--- config.mk ---
export PLATFORM = sky130hd
export DESIGN_NAME = msc_mode_ctrl
export DESIGN_NICKNAME = d
export VERILOG_FILES = /design/src/msc_pkg.sv /design/src/msc_sync.sv /design/src/msc_filter.sv /design/src/msc_mode_ctrl.sv
export SDC_FILE = /design/constraint.sdc
export NUM_CORES = 1
export LEC_CHECK = 0
export BUFFER_PORTS_ARGS = -buffer_cell sky130_fd_sc_hd__buf_2
export CORE_AREA = 2 2 81 83
export CTS_CLUSTER_DIAMETER = 120
export DETAILED_ROUTE_END_ITERATION = 6
export DIE_AREA = 0 0 83 85
export GPL_TIMING_DRIVEN = 0
export PLACE_DENSITY = 0.83
export SLEW_MARGIN = 20
export SYNTH_ARGS = -nofsm -noshare
export SYNTH_HDL_FRONTEND = slang
export SYNTH_SLANG_ARGS = --single-unit
--- constraint.sdc ---
create_clock -name mclk -period 6.2 [get_ports mclk]
set_input_delay 1.24 -clock mclk [delete_from_list [all_inputs] [get_ports mclk]]
set_output_delay 1.24 -clock mclk [all_outputs]
set_load 0.05 [all_outputs]
--- src/msc_pkg.sv ---
// Package with modes, timing constants and carriers for the mode/strap block
package msc_pkg;
	typedef enum logic [2:0] {
		MSC_INIT,
		MSC_NORMAL,
		MSC_STOP,
		MSC_SLEEP,
		MSC_RESTART,
		MSC_FAILSAFE
	} msc_mode_t;

	localparam int MSC_CLK_MHZ         = 50;
	localparam int MSC_TEST_FILT_NS    = 1000;
	localparam int MSC_CFG_FILT_NS     = 1000;
	localparam int MSC_RST_DELAY_US    = 10;
	localparam int MSC_RESTART_US      = 2;
	localparam int MSC_TEST_FILT_CYC   = (MSC_TEST_FILT_NS * MSC_CLK_MHZ + 999) / 1000;
	localparam int MSC_CFG_FILT_CYC    = (MSC_CFG_FILT_NS * MSC_CLK_MHZ + 999) / 1000;
	localparam int MSC_RST_DELAY_CYC   = MSC_RST_DELAY_US * MSC_CLK_MHZ;
	localparam int MSC_RESTART_CYC     = MSC_RESTART_US * MSC_CLK_MHZ;
	localparam int MSC_CNT_W           = 16;

	localparam logic [31:0] MSC_FRAME_CRC_ON  = 32'h67aaaa0e;
	localparam logic [31:0] MSC_FRAME_CRC_OFF = 32'he7aaaac3;
	localparam logic [1:0]  MSC_CMD_NONE      = 2'h0;

	// Mode and other requests arriving with an SPI command
	typedef enum logic [2:0] {
		MSC_REQ_NONE,
		MSC_REQ_NORMAL,
		MSC_REQ_STOP,
		MSC_REQ_SLEEP,
		MSC_REQ_SOFT_RESET,
		MSC_REQ_WD_REFRESH,
		MSC_REQ_STATUS,
		MSC_REQ_OTHER_WRITE
	} msc_req_t;

	typedef struct packed {
		logic        valid;
		msc_req_t    req;
		logic [31:0] frame;
	} msc_spi_cmd_t;

	typedef struct packed {
		logic wake;
		logic wd_fail;
		logic uv_fail;
		logic therm_fail;
	} msc_events_t;
endpackage : msc_pkg

--- src/msc_sync.sv ---
// Two-flop synchroniser for asynchronous pin levels
`timescale 1ns/100ps
module msc_sync
	import msc_pkg::*;
#(
	parameter logic RESET_VAL = 1'b1
)
(
	// Clocking
	input  wire logic mclk,
	input  wire logic rst,
	input  wire logic ce,
	// Data
	input  wire logic din,
	output logic      dout
);
	logic meta_reg;
	logic meta_next;
	logic dout_reg;
	logic dout_next;

	always_comb
	begin
		meta_next = ce ? din : meta_reg;
		dout_next = ce ? meta_reg : dout_reg;
	end

	always_ff @(posedge mclk)
	begin
		if (rst)
		begin
			meta_reg <= RESET_VAL;
			dout_reg <= RESET_VAL;
		end
		else
		begin
			meta_reg <= meta_next;
			dout_reg <= dout_next;
		end
	end

	assign dout = dout_reg;
endmodule : msc_sync

--- src/msc_filter.sv ---
// Continuous digital filter: output follows input only after a stable run
`timescale 1ns/100ps
module msc_filter
	import msc_pkg::*;
#(
	parameter int FILT_CYC = MSC_TEST_FILT_CYC
)
(
	// Clocking
	input  wire logic mclk,
	input  wire logic rst,
	input  wire logic ce,
	// Control
	input  wire logic preset,
	input  wire logic din,
	output logic      dout
);
	logic [MSC_CNT_W-1:0] cnt_reg;
	logic [MSC_CNT_W-1:0] cnt_next;
	logic                 out_reg;
	logic                 out_next;

	always_comb
	begin
		cnt_next = cnt_reg;
		out_next = out_reg;
		if (ce)
		begin
			if (preset)
			begin
				cnt_next = '0;
				out_next = 1'b1;
			end
			else if (din == out_reg)
				cnt_next = '0;
			else if (cnt_reg >= MSC_CNT_W'(FILT_CYC - 1))
			begin
				cnt_next = '0;
				out_next = din;
			end
			else
				cnt_next = cnt_reg + 1'b1;
		end
	end

	always_ff @(posedge mclk)
	begin
		if (rst)
		begin
			cnt_reg <= '0;
			out_reg <= 1'b1;
		end
		else
		begin
			cnt_reg <= cnt_next;
			out_reg <= out_next;
		end
	end

	assign dout = out_reg;
endmodule : msc_filter

--- src/msc_mode_ctrl.sv ---
// Operating-mode state machine with development-mode and CRC strap latching
// Summary of operation
// - Six modes: init, normal, stop, sleep, restart, fail-safe.
// - Power-up and soft reset both enter init mode.
// - Stop mode keeps the main regulator on.
// - Sleep mode turns the main regulator off.
// - Wake from sleep/fail-safe or failures pass through restart, asserting reset.
// - Critical failures such as thermal shutdown enter fail-safe mode; here only from init, normal and stop, not from sleep or restart.
// - Development mode: all modes, watchdog runs, watchdog faults go to interrupt.
// - Watchdog reset signalling can be re-enabled in development mode.
// - Watchdog always starts with its long open window.
// - All configuration travels over a 32-bit SPI, device as slave.
// - Test pin weakly pulled high after reset output release.
// - Development mode only in power-up init, regulator good, reset high.
// - Low test pin plus any SPI command latches development mode.
// - Test pin filtered; filtered level starts at one on reset release.
// - Mode change without SPI command during monitoring cancels development mode.
// - Pulled-down PWM strap enables CRC; open strap disables it.
// - CRC strap taken in power-up init or restart, regulator good, reset low.
// - Strap filtered during reset delay, latched on reset output rising edge.
// - Frame 67aaaa0e enables CRC unconditionally.
// - Frame e7aaaac3 disables CRC unconditionally.
// - Fixed functions keep settings programmed in normal or init mode.
// - Stop mode ignores writes with error flag, except allowed commands; here CRC on/off frames still take effect in stop mode.
`timescale 1ns/100ps
module msc_mode_ctrl
	import msc_pkg::*;
#(
	parameter int RST_DELAY_CYC = MSC_RST_DELAY_CYC,
	parameter int RESTART_CYC   = MSC_RESTART_CYC
)
(
	// Clocking
	input  wire logic   mclk,
	input  wire logic   rst,
	input  wire logic   ce,
	// Supply status
	input  wire logic   main_regulator_good,
	input  wire logic   power_on_flag,
	// Strap and test pins
	input  wire logic   interrupt_test_pin_in,
	output logic        interrupt_test_pin_out,
	output logic        interrupt_test_pin_oe,
	output logic        interrupt_test_pullup_en,
	input  wire logic   pwm_check_strap_pin,
	// Decoded SPI commands
	input  wire msc_spi_cmd_t spi_cmd,
	// Events
	input  wire msc_events_t  events,
	input  wire logic   wd_reset_reenable,
	// Status and outputs
	output msc_mode_t   mode,
	output logic        reset_out_n,
	output logic        main_regulator_en,
	output logic        dev_mode,
	output logic        crc_enable,
	output logic        filtered_test_level,
	output logic        wd_long_window,
	output logic        wd_irq,
	output logic        settings_fixed,
	output logic        spi_error_flag
);
	logic test_sync;
	logic strap_sync;
	logic strap_filt;

	msc_mode_t            mode_reg, mode_next;
	logic [MSC_CNT_W-1:0] dly_reg, dly_next;
	logic                 rsto_reg, rsto_next;
	logic                 from_por_reg, from_por_next;
	logic                 dev_reg, dev_next;
	logic                 mon_reg, mon_next;
	logic                 crc_reg, crc_next;
	logic                 wdrst_reg, wdrst_next;
	logic                 wdlw_reg, wdlw_next;
	logic                 irq_reg, irq_next;
	logic                 err_reg, err_next;
	logic                 rise;
	logic                 cmd;
	logic                 allowed;

	msc_sync #(.RESET_VAL(1'b1)) u_sync_test
	(
		.mclk (mclk),
		.rst  (rst),
		.ce   (ce),
		.din  (interrupt_test_pin_in),
		.dout (test_sync)
	);

	msc_sync #(.RESET_VAL(1'b1)) u_sync_strap
	(
		.mclk (mclk),
		.rst  (rst),
		.ce   (ce),
		.din  (pwm_check_strap_pin),
		.dout (strap_sync)
	);

	msc_filter #(.FILT_CYC(MSC_TEST_FILT_CYC)) u_filt_test
	(
		.mclk   (mclk),
		.rst    (rst),
		.ce     (ce),
		.preset (rise),
		.din    (test_sync),
		.dout   (filtered_test_level)
	);

	msc_filter #(.FILT_CYC(MSC_CFG_FILT_CYC)) u_filt_strap
	(
		.mclk   (mclk),
		.rst    (rst),
		.ce     (ce),
		.preset (1'b0),
		.din    (strap_sync),
		.dout   (strap_filt)
	);

	assign rise    = ce && !rsto_reg && rsto_next;
	assign cmd     = spi_cmd.valid;
	assign allowed = spi_cmd.req inside {MSC_REQ_NORMAL, MSC_REQ_SOFT_RESET,
		MSC_REQ_WD_REFRESH, MSC_REQ_STATUS};

	always_comb
	begin
		mode_next     = mode_reg;
		dly_next      = dly_reg;
		rsto_next     = rsto_reg;
		from_por_next = from_por_reg;
		dev_next      = dev_reg;
		mon_next      = mon_reg;
		crc_next      = crc_reg;
		wdrst_next    = wdrst_reg;
		wdlw_next     = wdlw_reg;
		irq_next      = irq_reg;
		err_next      = err_reg;
		if (ce)
		begin
			irq_next = 1'b0;
			err_next = 1'b0;
			if (!rsto_reg && dly_reg != '0)
				dly_next = dly_reg - 1'b1;
			if (!rsto_reg && dly_reg == '0 && power_on_flag && main_regulator_good)
				rsto_next = 1'b1;
			if (!main_regulator_good)
				rsto_next = 1'b0;
			case (mode_reg)
				MSC_INIT, MSC_NORMAL, MSC_STOP:
				begin
					if (events.therm_fail)
						mode_next = MSC_FAILSAFE;
					else if (events.uv_fail || (events.wd_fail && wdrst_reg))
						mode_next = MSC_RESTART;
					else if (cmd && spi_cmd.req == MSC_REQ_SOFT_RESET)
					begin
						mode_next = MSC_INIT;
						from_por_next = 1'b0;
						wdlw_next = 1'b1;
					end
					else if (cmd && mode_reg == MSC_STOP && !allowed)
						err_next = 1'b1;
					else if (cmd && spi_cmd.req == MSC_REQ_NORMAL)
						mode_next = MSC_NORMAL;
					else if (cmd && mode_reg == MSC_NORMAL
						&& spi_cmd.req == MSC_REQ_STOP)
						mode_next = MSC_STOP;
					else if (cmd && mode_reg == MSC_NORMAL
						&& spi_cmd.req == MSC_REQ_SLEEP)
						mode_next = MSC_SLEEP;
					if (events.wd_fail && !wdrst_reg)
						irq_next = 1'b1;
					if (cmd && spi_cmd.req == MSC_REQ_WD_REFRESH)
						wdlw_next = 1'b0;
				end
				MSC_SLEEP, MSC_FAILSAFE:
				begin
					if (events.wake && !events.therm_fail)
						mode_next = MSC_RESTART;
				end
				MSC_RESTART:
				begin
					if (dly_reg == '0 && rsto_reg)
						mode_next = MSC_NORMAL;
				end
				default:
					mode_next = MSC_INIT;
			endcase
			if (mode_next == MSC_RESTART && mode_reg != MSC_RESTART)
			begin
				rsto_next = 1'b0;
				dly_next  = MSC_CNT_W'(RESTART_CYC);
				wdlw_next = 1'b1;
			end
			// CRC strap window, filtered value taken at release
			if (rise && (mode_reg == MSC_RESTART || (mode_reg == MSC_INIT
				&& from_por_reg)) && power_on_flag && main_regulator_good)
				crc_next = !strap_filt;
			if (cmd && spi_cmd.frame == MSC_FRAME_CRC_ON)
				crc_next = 1'b1;
			else if (cmd && spi_cmd.frame == MSC_FRAME_CRC_OFF)
				crc_next = 1'b0;
			// Development mode monitoring
			if (rise && mode_reg == MSC_INIT && from_por_reg)
				mon_next = 1'b1;
			if (mon_reg)
			begin
				if (mode_next != mode_reg && !cmd)
				begin
					mon_next = 1'b0;
					dev_next = 1'b0;
				end
				else if (cmd && rsto_reg && power_on_flag && main_regulator_good)
				begin
					mon_next = 1'b0;
					dev_next = !filtered_test_level;
					wdrst_next = filtered_test_level;
				end
			end
			if (dev_reg && wd_reset_reenable)
				wdrst_next = 1'b1;
		end
	end

	always_ff @(posedge mclk)
	begin
		if (rst)
		begin
			mode_reg     <= MSC_INIT;
			dly_reg      <= MSC_CNT_W'(RST_DELAY_CYC);
			rsto_reg     <= 1'b0;
			from_por_reg <= 1'b1;
			dev_reg      <= 1'b0;
			mon_reg      <= 1'b0;
			crc_reg      <= 1'b0;
			wdrst_reg    <= 1'b1;
			wdlw_reg     <= 1'b1;
			irq_reg      <= 1'b0;
			err_reg      <= 1'b0;
		end
		else
		begin
			mode_reg     <= mode_next;
			dly_reg      <= dly_next;
			rsto_reg     <= rsto_next;
			from_por_reg <= from_por_next;
			dev_reg      <= dev_next;
			mon_reg      <= mon_next;
			crc_reg      <= crc_next;
			wdrst_reg    <= wdrst_next;
			wdlw_reg     <= wdlw_next;
			irq_reg      <= irq_next;
			err_reg      <= err_next;
		end
	end

	assign mode                     = mode_reg;
	assign reset_out_n              = rsto_reg;
	assign main_regulator_en        = mode_reg != MSC_SLEEP;
	assign dev_mode                 = dev_reg;
	assign crc_enable               = crc_reg;
	assign wd_long_window           = wdlw_reg;
	assign wd_irq                   = irq_reg;
	assign settings_fixed           = mode_reg inside {MSC_STOP, MSC_SLEEP};
	assign spi_error_flag           = err_reg;
	assign interrupt_test_pullup_en = rsto_reg;
	assign interrupt_test_pin_out   = 1'b0;
	assign interrupt_test_pin_oe    = 1'b0;

	a_sleep_reg_off: assert property (@(posedge mclk) disable iff (rst)
		(mode == MSC_SLEEP) |-> !main_regulator_en)
		else $error("regulator on in sleep");
	a_stop_reg_on: assert property (@(posedge mclk) disable iff (rst)
		(mode == MSC_STOP) |-> main_regulator_en)
		else $error("regulator off in stop");
	a_restart_rst_low: assert property (@(posedge mclk) disable iff (rst)
		(ce && mode != MSC_RESTART && mode_next == MSC_RESTART)
		|=> !reset_out_n)
		else $error("restart without reset");
	a_therm_failsafe: assert property (@(posedge mclk) disable iff (rst)
		(ce && events.therm_fail && mode inside {MSC_NORMAL, MSC_STOP})
		|=> mode == MSC_FAILSAFE)
		else $error("thermal did not enter fail-safe");
	a_crc_on_frame: assert property (@(posedge mclk) disable iff (rst)
		(ce && spi_cmd.valid && spi_cmd.frame == MSC_FRAME_CRC_ON)
		|=> crc_enable)
		else $error("crc not enabled by frame");
	a_crc_off_frame: assert property (@(posedge mclk) disable iff (rst)
		(ce && spi_cmd.valid && spi_cmd.frame == MSC_FRAME_CRC_OFF)
		|=> !crc_enable)
		else $error("crc not disabled by frame");
	a_stop_write_err: assert property (@(posedge mclk) disable iff (rst)
		(ce && mode == MSC_STOP && spi_cmd.valid
		&& spi_cmd.req == MSC_REQ_OTHER_WRITE && !events.therm_fail
		&& !events.uv_fail && !(events.wd_fail && wdrst_reg))
		|=> spi_error_flag && mode == MSC_STOP)
		else $error("stop write not flagged");
	a_filt_start_one: assert property (@(posedge mclk) disable iff (rst)
		rise |=> filtered_test_level)
		else $error("filtered level not one at release");
	a_softrst_init: assert property (@(posedge mclk) disable iff (rst)
		(ce && mode == MSC_NORMAL && spi_cmd.valid
		&& spi_cmd.req == MSC_REQ_SOFT_RESET && !events.therm_fail
		&& !events.uv_fail && !(events.wd_fail && wdrst_reg))
		|=> mode == MSC_INIT && wd_long_window)
		else $error("soft reset not to init");
endmodule : msc_mode_ctrl

* Word level (Yosys, flattened, before mapping) *
Index checks and enable logic that the tools add are counted.

storage, ports and cells
  bits in registers = 66

operators by class
  eq/ne operators = 23
  bitwise operators = 3
  add/subtract/negate cells = 3
  multiplexer cells = 51
  reduce and logical (&&, ||, !) cells = 64
  $lt $le $gt $ge = 2

operators by type and width
  kind                     number
  $mux W16                 7
  $mux W1                  33
  $add A16 B1 Y16 const B  2
  $eq A32 B31 Y1 const B   1
  $eq A32 B32 Y1 const B   1
  $ge A16 B6 Y1 const B    2
  $logic_and A1 B1 Y1      32
  $mux W3                  10
  $eq A3 B3 Y1 const B     6
  $logic_not A16 Y1        1
  $reduce_bool A16 Y1      1
  $sub A16 B1 Y16 const B  1
  $reduce_bool A2 Y1       7
  $eq A3 B2 Y1 const B     4
  $reduce_and A5 Y1        2
  $pmux W3 S3              1
  $reduce_and A3 Y1        3
  $logic_not A1 Y1         7
  $eq A3 B1 Y1 const B     2
  $ne A3 B1 Y1 const B     2
  $reduce_bool A3 Y1       2
  $reduce_and A2 Y1        2
  $reduce_and A4 Y1        1
  $reduce_bool A4 Y1       1
  other kinds (11)         15

* Longest topological paths before layout *
Gate-level depths: netlist of the first run.

  word-level depth = 23
  mapped depth = 9
  gate-level depth less buffers = 8

* Hierarchy *
Synthesis of the first run repeated with hierarchy kept, for this count alone.

unflattened totals
  cells, all modules = 445
  area, all modules = 3766.1 um^2

modules (own cells, without submodules)
  module         seq. area each (um^2)  cells an instance  instances  area an instance (um^2)
  msc_mode_ctrl  560.5                  245                1          1926.8
  msc_filter     340.3                  94                 2          849.6
  msc_sync       40.0                   6                  2          70.1

* Least setup slack after synthesis of the first run *
No wires, ideal clock.

  path kind = register -> output
  from = reg mode_reg[1] (netlist: mode[1])
  to = out main_regulator_en
  buffers on the path = 1
  data arrival time = 2.301 ns
  stages on the path, launching flop included = 4
  slack = 2.659 ns
  cells stage by stage = dfxtp_1 > clkbuf_1 > nor2b_1 > nand2_1

between the ends
  cells in the longest elaborated chain, start to end = 1

RTL lines
  element                 line                  RTL
  from (decl)             msc_mode_ctrl.sv:67   msc_mode_t mode_reg, mode_next;
  from (signal assigned)  msc_mode_ctrl.sv:243  mode_reg <= mode_next;
  $ne A3 B2 Y1            msc_mode_ctrl.sv:259  assign main_regulator_en = mode_reg != MSC_SLEEP;
  to (decl)               msc_mode_ctrl.sv:54   output logic main_regulator_en,

Every way passes these cells.

* Final worst setup path of the first run *
  from = in spi_cmd[35] (netlist bit)
  to = reg dly_reg[11]

between the ends
  cells in the longest elaborated chain, start to end = 15
  elaborated cells on any way between the ends = 21

RTL lines
  element                              line                                        RTL
  from (decl)                          msc_mode_ctrl.sv:47                         input wire msc_spi_cmd_t spi_cmd,
  $logic_and A1 B1 Y1                  msc_mode_ctrl.sv:165, msc_mode_ctrl.sv:168
  $logic_and A1 B1 Y1                  msc_mode_ctrl.sv:169                        && spi_cmd.req == MSC_REQ_SLEEP)
  $mux W3                              msc_mode_ctrl.sv:168                        else if (cmd && mode_reg == MSC_NORMAL
  $mux W3                              msc_mode_ctrl.sv:165                        else if (cmd && mode_reg == MSC_NORMAL
  $mux W3                              msc_mode_ctrl.sv:163                        else if (cmd && spi_cmd.req == MSC_REQ_NORMAL)
  $mux W3                              msc_mode_ctrl.sv:161                        else if (cmd && mode_reg == MSC_STOP && !allowed)
  $mux W3 *                            msc_mode_ctrl.sv:155                        else if (cmd && spi_cmd.req == MSC_REQ_SOFT_RESET)
  $mux W3 *                            msc_mode_ctrl.sv:153                        else if (events.uv_fail || (events.wd_fail && wdrst_reg))
  $mux W3 *                            msc_mode_ctrl.sv:151                        if (events.therm_fail)
  $pmux W3 S3 *                        msc_mode_ctrl.sv:148                        case (mode_reg)
  $mux W3 *                            msc_mode_ctrl.sv:138                        if (ce)
  $eq A3 B3 Y1 *                       msc_mode_ctrl.sv:189                        if (mode_next == MSC_RESTART && mode_reg != MSC_RESTART)
  $logic_and A1 B1 Y1 *                msc_mode_ctrl.sv:189
  $reduce_bool A2 Y1 (no source line)  --
  $reduce_and A2 Y1 (no source line)   --
  to (signal assigned)                 msc_mode_ctrl.sv:230                        dly_reg <= MSC_CNT_W'(RST_DELAY_CYC);
  to (signal assigned)                 msc_mode_ctrl.sv:244                        dly_reg <= dly_next;
  to (decl)                            msc_mode_ctrl.sv:68                         logic [MSC_CNT_W-1:0] dly_reg, dly_next;

Every way passes the cells marked *; elsewhere a longest branch is shown, timed or not. The select of a mux whose other input is x is not followed.
A chain may end at the register's enable or synchronous reset.

==> flow_metrics.py, run 1 <==
metrics = {
    "outcome": {
        "status": "completed",
    },
    "yosys": {
        "yosysUniqueCellTypes": 69,
        "async_reset_ff_share_pct": 0,
        "synth-edff-count": 0,
        "synth_compound_area_share_pct": 17.0,
        "synth_flop_cell": "dfxtp_1",
        "yosys.area_share.xor_xnor_pct": 5.35,
        "synthMuxAreaShare_pct": 1.39,
        "synth-simple-area-share_pct": 32.0,
        "ys_warn_count": 0,
        "synth_top_family_by_area": "simple AND/OR/NAND/NOR gates",
        "synth_seq_cells": 66,
        "seq_area_frac_synth_pct": 36.7,
        "synth_area_mm2": 0.00360,
        "syn_avg_cell_area_um2": 8.47,
        "synth_fa_ha_area_share_pct": 2.78,
        "netlist_instances": 425,
    },
    "worst_setup_path": {
        "cpMaxStageDelayCell": "o41ai_4",
        "r2r_end": "mon_reg$_SDFFE_PP0P_",
        "cp-end-kind": "flop",
        "crit_family": "compound AO/OA/AOI/OAI gates",
        "path_max_fanout": 8,
        "path_depth": 8,
        "cp_common_cell": "a21oi_1",
        "path_class": "in2reg",
        "required_ps": 6470,
        "ff2ff_setup_slack_ps": 3730,
        "worstRegToRegCells": 9,
        "r2r-start": "dly_reg[0]$_SDFFE_PP0P_",
        "crit_buf_inv": 2,
        "max_stage_delay_ps": 610,
        "crit_chain": "buf_2 > nor2b_4 > a21oi_1 > o41ai_4 > nor2_2 > or2_1 > clkbuf_1 > a21oi_1",
        "critPathArrivalTime_ps": 3140,
        "start_kind": "primary input",
    },
    "layout": {
        "final-seq-area_mm2": 0.00132,
        "fill_cells": 534,
        "drive_above_1_share_pct": 19.3,
        "diodes": 0,
        "final_util_pct": 67.2,
        "fin_nets": 553,
        "multiInputGateArea_mm2": 0.00212,
        "final_cell_count_no_fill": 579,
        "synthToLayoutAreaGrowth_pct": 15.9,
    },
    "clocking": {
        "clockRootBuffer": "clkbuf_8",
        "holdBufCountCts": 0,
        "post_cts_buffers": 0,
        "clk_path_buf_depth": 2,
        "cts.clk_slew.worst_paths_ps": 70,
        "cts_sinks": 66,
        "insertion_delay_ps": 340,
        "h-tree-depth": 3,
        "cts-resized-gates": 0,
        "cts_tree": "built",
        "cts_made_buffers": 9,
    },
    "global_routing": {
        "antenna_found_initial": 0,
        "grt_pass1_wl_um": 14400,
        "grt_pass1_vias": 3103,
        "track_usage_pct": 24.8,
        "gr-total-overflow": 0,
        "grt_max_degree": 12,
    },
    "routing": {
        "vias": 3402,
        "drt-total-wl_um": 8620,
        "drt_iter0_drc": 133,
        "wl_per_cell_um": 14.9,
        "drt_pass1_iterations": 5,
        "antenna_left": 0,
        "drc": 0,
        "via_per_inst": 5.88,
    },
    "power": {
        "p_leak_nw": 1.58,
        "cellPowerDensity_mw_per_mm2": 213,
        "vdd_drop_max_uv": 144,
    },
    "min_path": {
        "hold_end": "wd_irq$_SDFFE_PP0P_",
        "hold_depth": 2,
        "hold_path.startpoint": "wd_irq$_SDFFE_PP0P_",
        "hold_path_class": "reg2reg",
    },
    "sta": {
        "final_hold_viol_count": 0,
        "fin_tns_setup_ps": 0,
        "finClkSkew_ps": 4.63,
        "grt_setup_unrepaired": "no",
        "slew_viol_final": 0,
        "max_slew_margin_pct": 47.4,
        "max_clock_freq_mhz": 349,
        "finalCriticalPeriod_ps": 2870,
        "tightest_slew_ps": 783,
        "setup_viol": 0,
        "finalCritPeriodShare_pct": 46.2,
    },
    "flow_run": {
        "drv_cap": 0,
    },
    "floorplanning": {
        "core_mm2": 0.00620,
        "floorplan.die.width_um": 83,
        "floorplan.initialDensity_pct": 58.0,
        "dieArea_mm2": 0.00706,
        "ios": 63,
        "die_y_um": 85,
        "core.rowCount": 29,
    },
    "placement": {
        "place_inst": 563,
        "dp_hpwl_um": 6300,
        "routabilityCongestion": 0.917,
        "io_buffer_count": 60,
    },
}
==> placed cells by master (no fill, tap or decap), types with 10 or more instances in the layout <==
cell and instances:
a21oi_1 21, and2_1 14, buf_2 61, clkbuf_1 13, clkbuf_8 10, dfxtp_1 66, inv_1 18, nand2_1 34
nand3_1 12, nand4_1 17, nor2_1 49, nor3_1 12, xnor2_1 11, xor2_1 11
==> logic make-up after synthesis <==
kind of cell    after synthesis
flops                        66
compound gates               84
fa+ha+maj                     8
simple gates                201
other cells                   1
mux                           5
buf+inv                      38
xor+xnor                     22
==> cells in the mapped netlist, drive strengths merged, types with 12 or more instances <==
library cell | instances | area [um^2]
nand2 | 34 | 128
nor2 | 50 | 190
nand4 | 17 | 106
and2 | 14 | 87.6
nor4 | 12 | 120
inv | 18 | 67.6
nand3 | 12 | 60.1
clkbuf | 12 | 45.0
dfxtp | 66 | 1320
nor3 | 12 | 60.1
a21oi | 22 | 114
==> worst register-to-register path: stages (launching register included) <==
cell	delay, ps
dfxtp_1	330
inv_1	110
ha_1	160
nor4b_1	470
inv_1	220
nor4_4	370
o21ai_2	120
buf_6	160
o21a_1	190
a311oi_2	250
==> stage by stage <==
step	power, mW	area (um^2)	setup slack [ps]	hold WS [ps]
floorplan	0.534	3600	2660	430
global placement	0.573	4000	3050	443
detailed placement	0.576	4000	3040	450
CTS	0.894	4170	3350	467
global route	0.926	4170	3160	473
finish	0.889	4170	3330	461
==> area by class of cell <==
cell class | instances | share of cell area, %
Buffer | 20 | 2.37
Clock inverter | 5 | 0.720
Tap cell | 77 | 2.31
Sequential cell | 66 | 31.7
Timing Repair Buffer | 60 | 7.20
Inverter | 18 | 1.62
Clock buffer | 11 | 3.39
Multi-Input combinational cell | 322 | 50.7
==> report_power, final <==
| part | switching, mW | internal (mW) | leakage, nW |
|---|---|---|---|
| logic | 0.0822 | 0.0467 | 0.960 |
| clock network | 0.165 | 0.154 | 0.0851 |
| registers | 0.00843 | 0.433 | 0.535 |
==> metal layers <==
metal | global-route usage, % | wire, um | up-vias
li1 | - | - | 1680
met1 | 32.6 | 3740 | 1585
met2 | 39.5 | 4160 | 111
met3 | 4.18 | 509 | 26
met4 | 13.1 | 212 | 0
met5 | 0 | 0 | -
==> how the worst max path moves through the flow <==
stage	from	to
3_3_place_gp	spi_cmd[35]	dly_reg[14]$_SDFFE_PP0P_
3_5_place_dp	spi_cmd[35]	dly_reg[11]$_SDFFE_PP0P_
6_report	spi_cmd[35]	dly_reg[11]$_SDFFE_PP0P_
4_1_cts	mode[1]$_SDFFE_PP0P_	settings_fixed
2_1_floorplan	mode[1]$_SDFFE_PP0P_	main_regulator_en
5_1_grt	events[2]	dly_reg[11]$_SDFFE_PP0P_
Power figures use the tool's default switching activity.
==> run 2: changes to the inputs <==
Settings changed: CORE_AREA 2 2 81 83 to 2 2 88 90, DIE_AREA 0 0 83 85 to 0 0 90 92, PLACE_DENSITY 0.83 to 0.74.
Clock period 6.2 ns to 2.36 ns, I/O delays scaled along.
==> run 2 against run 1 <==
Effect of this change:
- total power rose to 2.8 times the previous value
- cell area rose by 2.5%
- sequential power rose to 2.6 times the previous value
- cell count rose by 4.3%
- sequential share of layout area fell by 0.78 points
- non-clock buffer count did not move
- die area rose by 17%
- hold slack got worse by 120 ps
- wire length rose by 1.8%
- clock skew rose by 2.1 ps
- clock power rose to 3.1 times the previous value
- via count fell by 0.15%
- critical path type is now reg2reg
- largest cell class unchanged
- highest routed layer unchanged
==> flow_metrics.py, run 2 (synthesis results as in run 1) <==
metrics = {
    "worst_setup_path": {
        "crit_buf_inv": 3,
        "path_max_fanout": 10,
        "cp-end-kind": "flop",
        "required_ps": 2610,
        "cpMaxStageDelayCell": "dfxtp_1",
        "crit_chain": "buf_2 > a211oi_1 > a211o_1 > o41ai_4 > buf_4 > o21ai_2 > buf_6 > o21a_1 > a311oi_2",
        "critPathArrivalTime_ps": 2450,
        "max_stage_delay_ps": 480,
        "crit_family": "compound AO/OA/AOI/OAI gates",
        "path_class": "reg2reg",
        "start_kind": "flop",
    },
    "floorplanning": {
        "floorplan.initialDensity_pct": 48.3,
        "ios": 63,
        "core_mm2": 0.00745,
        "core.rowCount": 32,
        "floorplan.die.width_um": 90,
        "die_y_um": 92,
        "dieArea_mm2": 0.00828,
    },
    "routing": {
        "vias": 3397,
        "via_per_inst": 5.62,
        "drt_pass1_iterations": 4,
        "drt_iter0_drc": 181,
        "antenna_left": 0,
        "wl_per_cell_um": 14.5,
        "drt-total-wl_um": 8780,
        "drc": 0,
    },
    "sta": {
        "slew_viol_final": 0,
        "finalCritPeriodShare_pct": 93.0,
        "finalCriticalPeriod_ps": 2190,
        "fin_hold_ws_ps": 343,
        "tightest_slew_ps": 710,
        "setup_viol": 0,
        "final_hold_viol_count": 0,
        "max_slew_margin_pct": 52.4,
        "max_clock_freq_mhz": 456,
        "finClkSkew_ps": 6.77,
        "setup_ws_ps": 165,
    },
    "min_path": {
        "hold_path_class": "in2reg",
    },
    "clocking": {
        "clk_path_buf_depth": 2,
        "clockRootBuffer": "clkbuf_8",
        "cts.clk_slew.worst_paths_ps": 70,
        "insertion_delay_ps": 350,
        "h-tree-depth": 3,
        "cts_made_buffers": 9,
        "cts_sinks": 66,
        "cts_tree": "built",
        "holdBufCountCts": 0,
    },
    "layout": {
        "fin_nets": 553,
        "drive_above_1_share_pct": 20.7,
        "final_common_cell": "dfxtp_1",
        "synthToLayoutAreaGrowth_pct": 18.8,
        "diodes": 0,
        "final_cell_mix": "dfxtp_1 (66), buf_2 (61), nor2_1 (49)",
    },
    "global_routing": {
        "gr-total-overflow": 0,
        "grt_max_degree": 12,
        "track_usage_pct": 21.6,
        "antenna_found_initial": 0,
        "grt_pass1_wl_um": 14600,
        "grt_pass1_vias": 3188,
    },
    "placement": {
        "routabilityCongestion": 0.916,
        "post-place-ws_ps": -56.3,
        "dp_hpwl_um": 6440,
        "io_buffer_count": 60,
    },
    "power": {
        "p_leak_nw": 1.62,
        "cellPowerDensity_mw_per_mm2": 580,
        "vdd_drop_max_uv": 290,
    },
    "outcome": {
        "status": "completed",
    },
    "flow_run": {
        "drv_cap": 0,
    },
}
## run 2: what timing repair did
action	4_1_cts	5_1_grt
setup endpoints to repair	5	28
pin swaps	1	0
resized for setup	1	7
setup buffers	1	0
## run 2: layout make-up
class	instances	area (um^2)
Buffer	19	97.6
Multi-Input combinational cell	322	2150
Clock buffer	11	151
Sequential cell	66	1320
Timing Repair Buffer	61	308
Clock inverter	5	52.6
Tap cell	102	128
Fill cell	744	3170
Inverter	18	67.6
## run 2: stage by stage
| step | std cells | util (%) | total power [mW] | setup TNS [ps] | cell area (um^2) |
|---|---|---|---|---|---|
| 5_1_grt | 604 | 57.4 | 2.59 | -11.2 | 4280 |
| 3_5_place_dp | 588 | 54.2 | 1.52 | -388 | 4040 |
| 2_1_floorplan | 426 | - | 1.40 | 0 | 3610 |
| 6_report | 604 | 57.4 | 2.48 | 0 | 4280 |
| 4_1_cts | 605 | 57.2 | 2.50 | 0 | 4260 |
| 3_3_place_gp | 588 | 54.2 | 1.51 | -347 | 4040 |
## run 2: power breakdown
part | leakage (nW) | switching (mW) | internal (mW)
registers | 0.535 | 0.0236 | 1.14
logic | 0.983 | 0.217 | 0.130
clock network | 0.105 | 0.435 | 0.540
## run 2: path summary, 6_finish.rpt
path                                        from  cells after the start  slack, ps                             endpoint
min reg2reg  u_filt_test.cnt_reg[9]$_SDFFE_PP0P_                      1        460  u_filt_test.cnt_reg[9]$_SDFFE_PP0P_
max reg2reg                 mode[0]$_SDFFE_PP0P_                      9        170                 mon_reg$_SDFFE_PP0P_
min                          pwm_check_strap_pin                      2        340   u_sync_strap.meta_reg$_SDFFE_PP1P_
max                         mode[0]$_SDFFE_PP0P_                      9        170                 mon_reg$_SDFFE_PP0P_
## run 2: routing by layer
| layer | up-vias | GRT usage [%] | wire length, um |
|---|---|---|---|
| li1 | 1681 | - | - |
| met1 | 1610 | 27.4 | 3940 |
| met2 | 89 | 36.2 | 4250 |
| met3 | 17 | 3.29 | 382 |
| met4 | 0 | 10.3 | 198 |
| met5 | - | 0 | 0 |
==> run 3: changes to the inputs <==
Settings changed: ABC_AREA set to 1, CORE_AREA 2 2 88 90 to 2 2 87 89, DIE_AREA 0 0 90 92 to 0 0 89 91, PLACE_DENSITY 0.74 to 0.75.
==> run 3 against run 2 <==
Effect of this change:
- clock skew about the same
- die area down 2.2%
- non-clock buffer count down 5
- clock power up 16%
- sequential power about the same
- critical endpoint is now dly_reg[3]$_SDFFE_PP0P_
==> flow_metrics.py, run 3 <==
metrics = {
    "worst_setup_path": {
        "cpMaxStageDelayCell": "dfxtp_2",
        "endpoint": "dly_reg[3]$_SDFFE_PP0P_",
        "required_ps": 2640,
        "path_max_fanout": 8,
        "start_kind": "flop",
        "cp-end-kind": "flop",
        "max_stage_delay_ps": 390,
        "ff2ff_setup_slack_ps": 270,
        "path_class": "reg2reg",
        "crit_buf_inv": 4,
        "startpoint": "dly_reg[0]$_SDFFE_PP0P_",
        "path_depth": 16,
        "r2r-start": "dly_reg[0]$_SDFFE_PP0P_",
        "critPathArrivalTime_ps": 2370,
        "crit_family": "simple AND/OR/NAND/NOR gates",
        "worstRegToRegCells": 16,
        "crit_chain": "inv_1 > ha_1 > inv_1 > nor2_1 > nand3_1 > nor2_1 > nand4_1 > nand2_1 > inv_1 > nand3_4 > nor2_4 > inv_2 > nand2_8 > nand2_2 > or2_1 > a21oi_2",
        "cp_common_cell": "inv_1",
        "r2r_end": "dly_reg[3]$_SDFFE_PP0P_",
    },
    "layout": {
        "diodes": 0,
        "final-seq-area_mm2": 0.00132,
        "final_common_cell": "nand2_1",
        "final_area_mm2": 0.00422,
        "fill_cells": 716,
        "fin_nets": 645,
        "final_cell_count_no_fill": 693,
        "multiInputGateArea_mm2": 0.00186,
        "drive_above_1_share_pct": 16.3,
        "synthToLayoutAreaGrowth_pct": 19.0,
        "final_cell_mix": "nand2_1 (105), inv_1 (75), dfxtp_1 (65)",
    },
    "floorplanning": {
        "ios": 63,
        "core.rowCount": 31,
        "floorplan.die.width_um": 89,
        "die_y_um": 91,
        "dieArea_mm2": 0.00810,
        "core_mm2": 0.00714,
        "floorplan.initialDensity_pct": 49.8,
    },
    "routing": {
        "wl_per_cell_um": 12.3,
        "antenna_left": 0,
        "drt_pass1_iterations": 5,
        "drc": 0,
        "via_per_inst": 5.16,
        "drt_iter0_drc": 167,
        "vias": 3575,
        "drt-total-wl_um": 8500,
    },
    "yosys": {
        "synth_top_family_by_area": "simple AND/OR/NAND/NOR gates",
        "synth_seq_cells": 66,
        "yosys.cell_count.top_type": "nand2_1",
        "synth-simple-area-share_pct": 34.3,
        "synth_fa_ha_area_share_pct": 2.82,
        "synth_area_mm2": 0.00355,
        "synth_top_area_share_pct": 37.2,
        "netlist_instances": 519,
        "synth-edff-count": 0,
        "synth_compound_area_share_pct": 10.4,
        "synth_flop_cell": "dfxtp_1",
        "yosys.area_share.xor_xnor_pct": 4.19,
        "ys_warn_count": 0,
        "synthMuxAreaShare_pct": 0,
        "yosysUniqueCellTypes": 42,
        "synth_area_leaders": "dfxtp_1 (37%), nand2_1 (11%), inv_1 (7.9%)",
        "syn_avg_cell_area_um2": 6.84,
        "synth_common_cells": "nand2_1 (107), inv_1 (75), dfxtp_1 (66)",
        "seq_area_frac_synth_pct": 37.2,
        "yosysTopAreaCell": "dfxtp_1",
        "async_reset_ff_share_pct": 0,
    },
    "placement": {
        "place_inst": 677,
        "dp_hpwl_um": 6350,
        "post_dp_cell_area_mm2": 0.00397,
        "post-place-ws_ps": 118,
        "io_buffer_count": 58,
        "routabilityCongestion": 0.882,
    },
    "sta": {
        "final_hold_viol_count": 0,
        "grt_setup_unrepaired": "no",
        "max_clock_freq_mhz": 480,
        "setup_viol": 0,
        "slew_viol_final": 0,
        "setup_ws_ps": 275,
        "max_slew_margin_pct": 55.1,
        "fin_tns_setup_ps": 0,
        "finalCritPeriodShare_pct": 88.4,
        "fin_hold_ws_ps": 354,
        "tightest_slew_ps": 668,
        "finClkSkew_ps": 7.18,
        "finalCriticalPeriod_ps": 2090,
    },
    "power": {
        "cellPowerDensity_mw_per_mm2": 637,
        "vdd_drop_max_uv": 409,
        "p_leak_nw": 1.89,
    },
    "global_routing": {
        "grt_max_degree": 12,
        "antenna_found_initial": 0,
        "gr-total-overflow": 0,
        "track_usage_pct": 22.4,
        "grt_pass1_vias": 3282,
        "grt_pass1_wl_um": 14400,
    },
    "clocking": {
        "post_cts_buffers": 0,
        "clk_path_buf_depth": 2,
        "clockRootBuffer": "clkbuf_8",
        "cts_made_buffers": 9,
        "h-tree-depth": 3,
        "cts_sinks": 66,
        "holdBufCountCts": 0,
        "cts_tree": "built",
        "cts.clk_slew.worst_paths_ps": 70,
        "cts-resized-gates": 0,
        "insertion_delay_ps": 350,
    },
    "outcome": {
        "status": "completed",
    },
    "flow_run": {
        "drv_cap": 0,
    },
    "min_path": {
        "hold_path_class": "in2reg",
    },
}
==> run 3: area by class of cell <==
type | instances | share of cell area (%)
Buffer | 17 | 2.01
Inverter | 81 | 7.26
Clock inverter | 5 | 2.43
Timing Repair Buffer | 58 | 6.87
Sequential cell | 66 | 31.3
Tap cell | 99 | 2.93
Multi-Input combinational cell | 356 | 44.1
Clock buffer | 11 | 3.11
==> run 3: how the worst min path moves through the flow <==
stage                                          start                                     to  slack, ps  depth (start not counted)
3_5_place_dp     u_filt_test.cnt_reg[7]$_SDFFE_PP0P_    u_filt_test.cnt_reg[7]$_SDFFE_PP0P_        430                          2
5_1_grt                          pwm_check_strap_pin     u_sync_strap.meta_reg$_SDFFE_PP1P_        370                          3
3_3_place_gp     u_filt_test.cnt_reg[7]$_SDFFE_PP0P_    u_filt_test.cnt_reg[7]$_SDFFE_PP0P_        420                          2
2_1_floorplan  u_filt_strap.cnt_reg[10]$_SDFFE_PP0P_  u_filt_strap.cnt_reg[10]$_SDFFE_PP0P_        410                          2
6_report                       interrupt_test_pin_in      u_sync_test.meta_reg$_SDFFE_PP1P_        350                          3
4_1_cts                        interrupt_test_pin_in      u_sync_test.meta_reg$_SDFFE_PP1P_        340                          3
==> run 3: where the power goes <==
| part | internal [mW] | switching [mW] |
|---|---|---|
| sequential | 1.14 | 0.0316 |
| clock | 0.701 | 0.432 |
| combinational | 0.126 | 0.256 |
| total | 1.97 | 0.720 |
==> run 3: layer usage <==
layer | track usage (%) | part of all wire, % | vias up | routed length (um)
li1 | - | - | 1828 | -
met2 | 37.3 | 50 | 73 | 4220
met4 | 6.09 | 1.4 | 0 | 117
met5 | 0 | 0 | - | 0
met3 | 6.82 | 5.0 | 13 | 428
met1 | 27.8 | 44 | 1661 | 3740
==> run 3: cells by family after synthesis <==
| kind of cell | count (synthesis) |
|---|---|
| fa+ha+maj | 8 |
| compound gates | 66 |
| flops | 66 |
| xor+xnor | 17 |
| simple gates | 263 |
| buf+inv | 98 |
| other cells | 1 |
==> run 3: worst register-to-register path, stage by stage, from the launching register on <==
cell and delay [ps]:
dfxtp_2 390, inv_1 90, ha_1 200, inv_1 50, nor2_1 30, nand3_1 110
nor2_1 70, nand4_1 70, nand2_1 50, inv_1 120, nand3_4 150, nor2_4 110
inv_2 90, nand2_8 100, nand2_2 60, or2_1 220, a21oi_2 110
==> run 3: metrics by stage <==
step / utilization, % / total power [mW]
detailed placement: 55.6 / 1.57
floorplan: - / 1.46
global placement: 55.6 / 1.56
finish: 59.2 / 2.69
CTS: 58.9 / 2.71
global route: 59.2 / 2.81
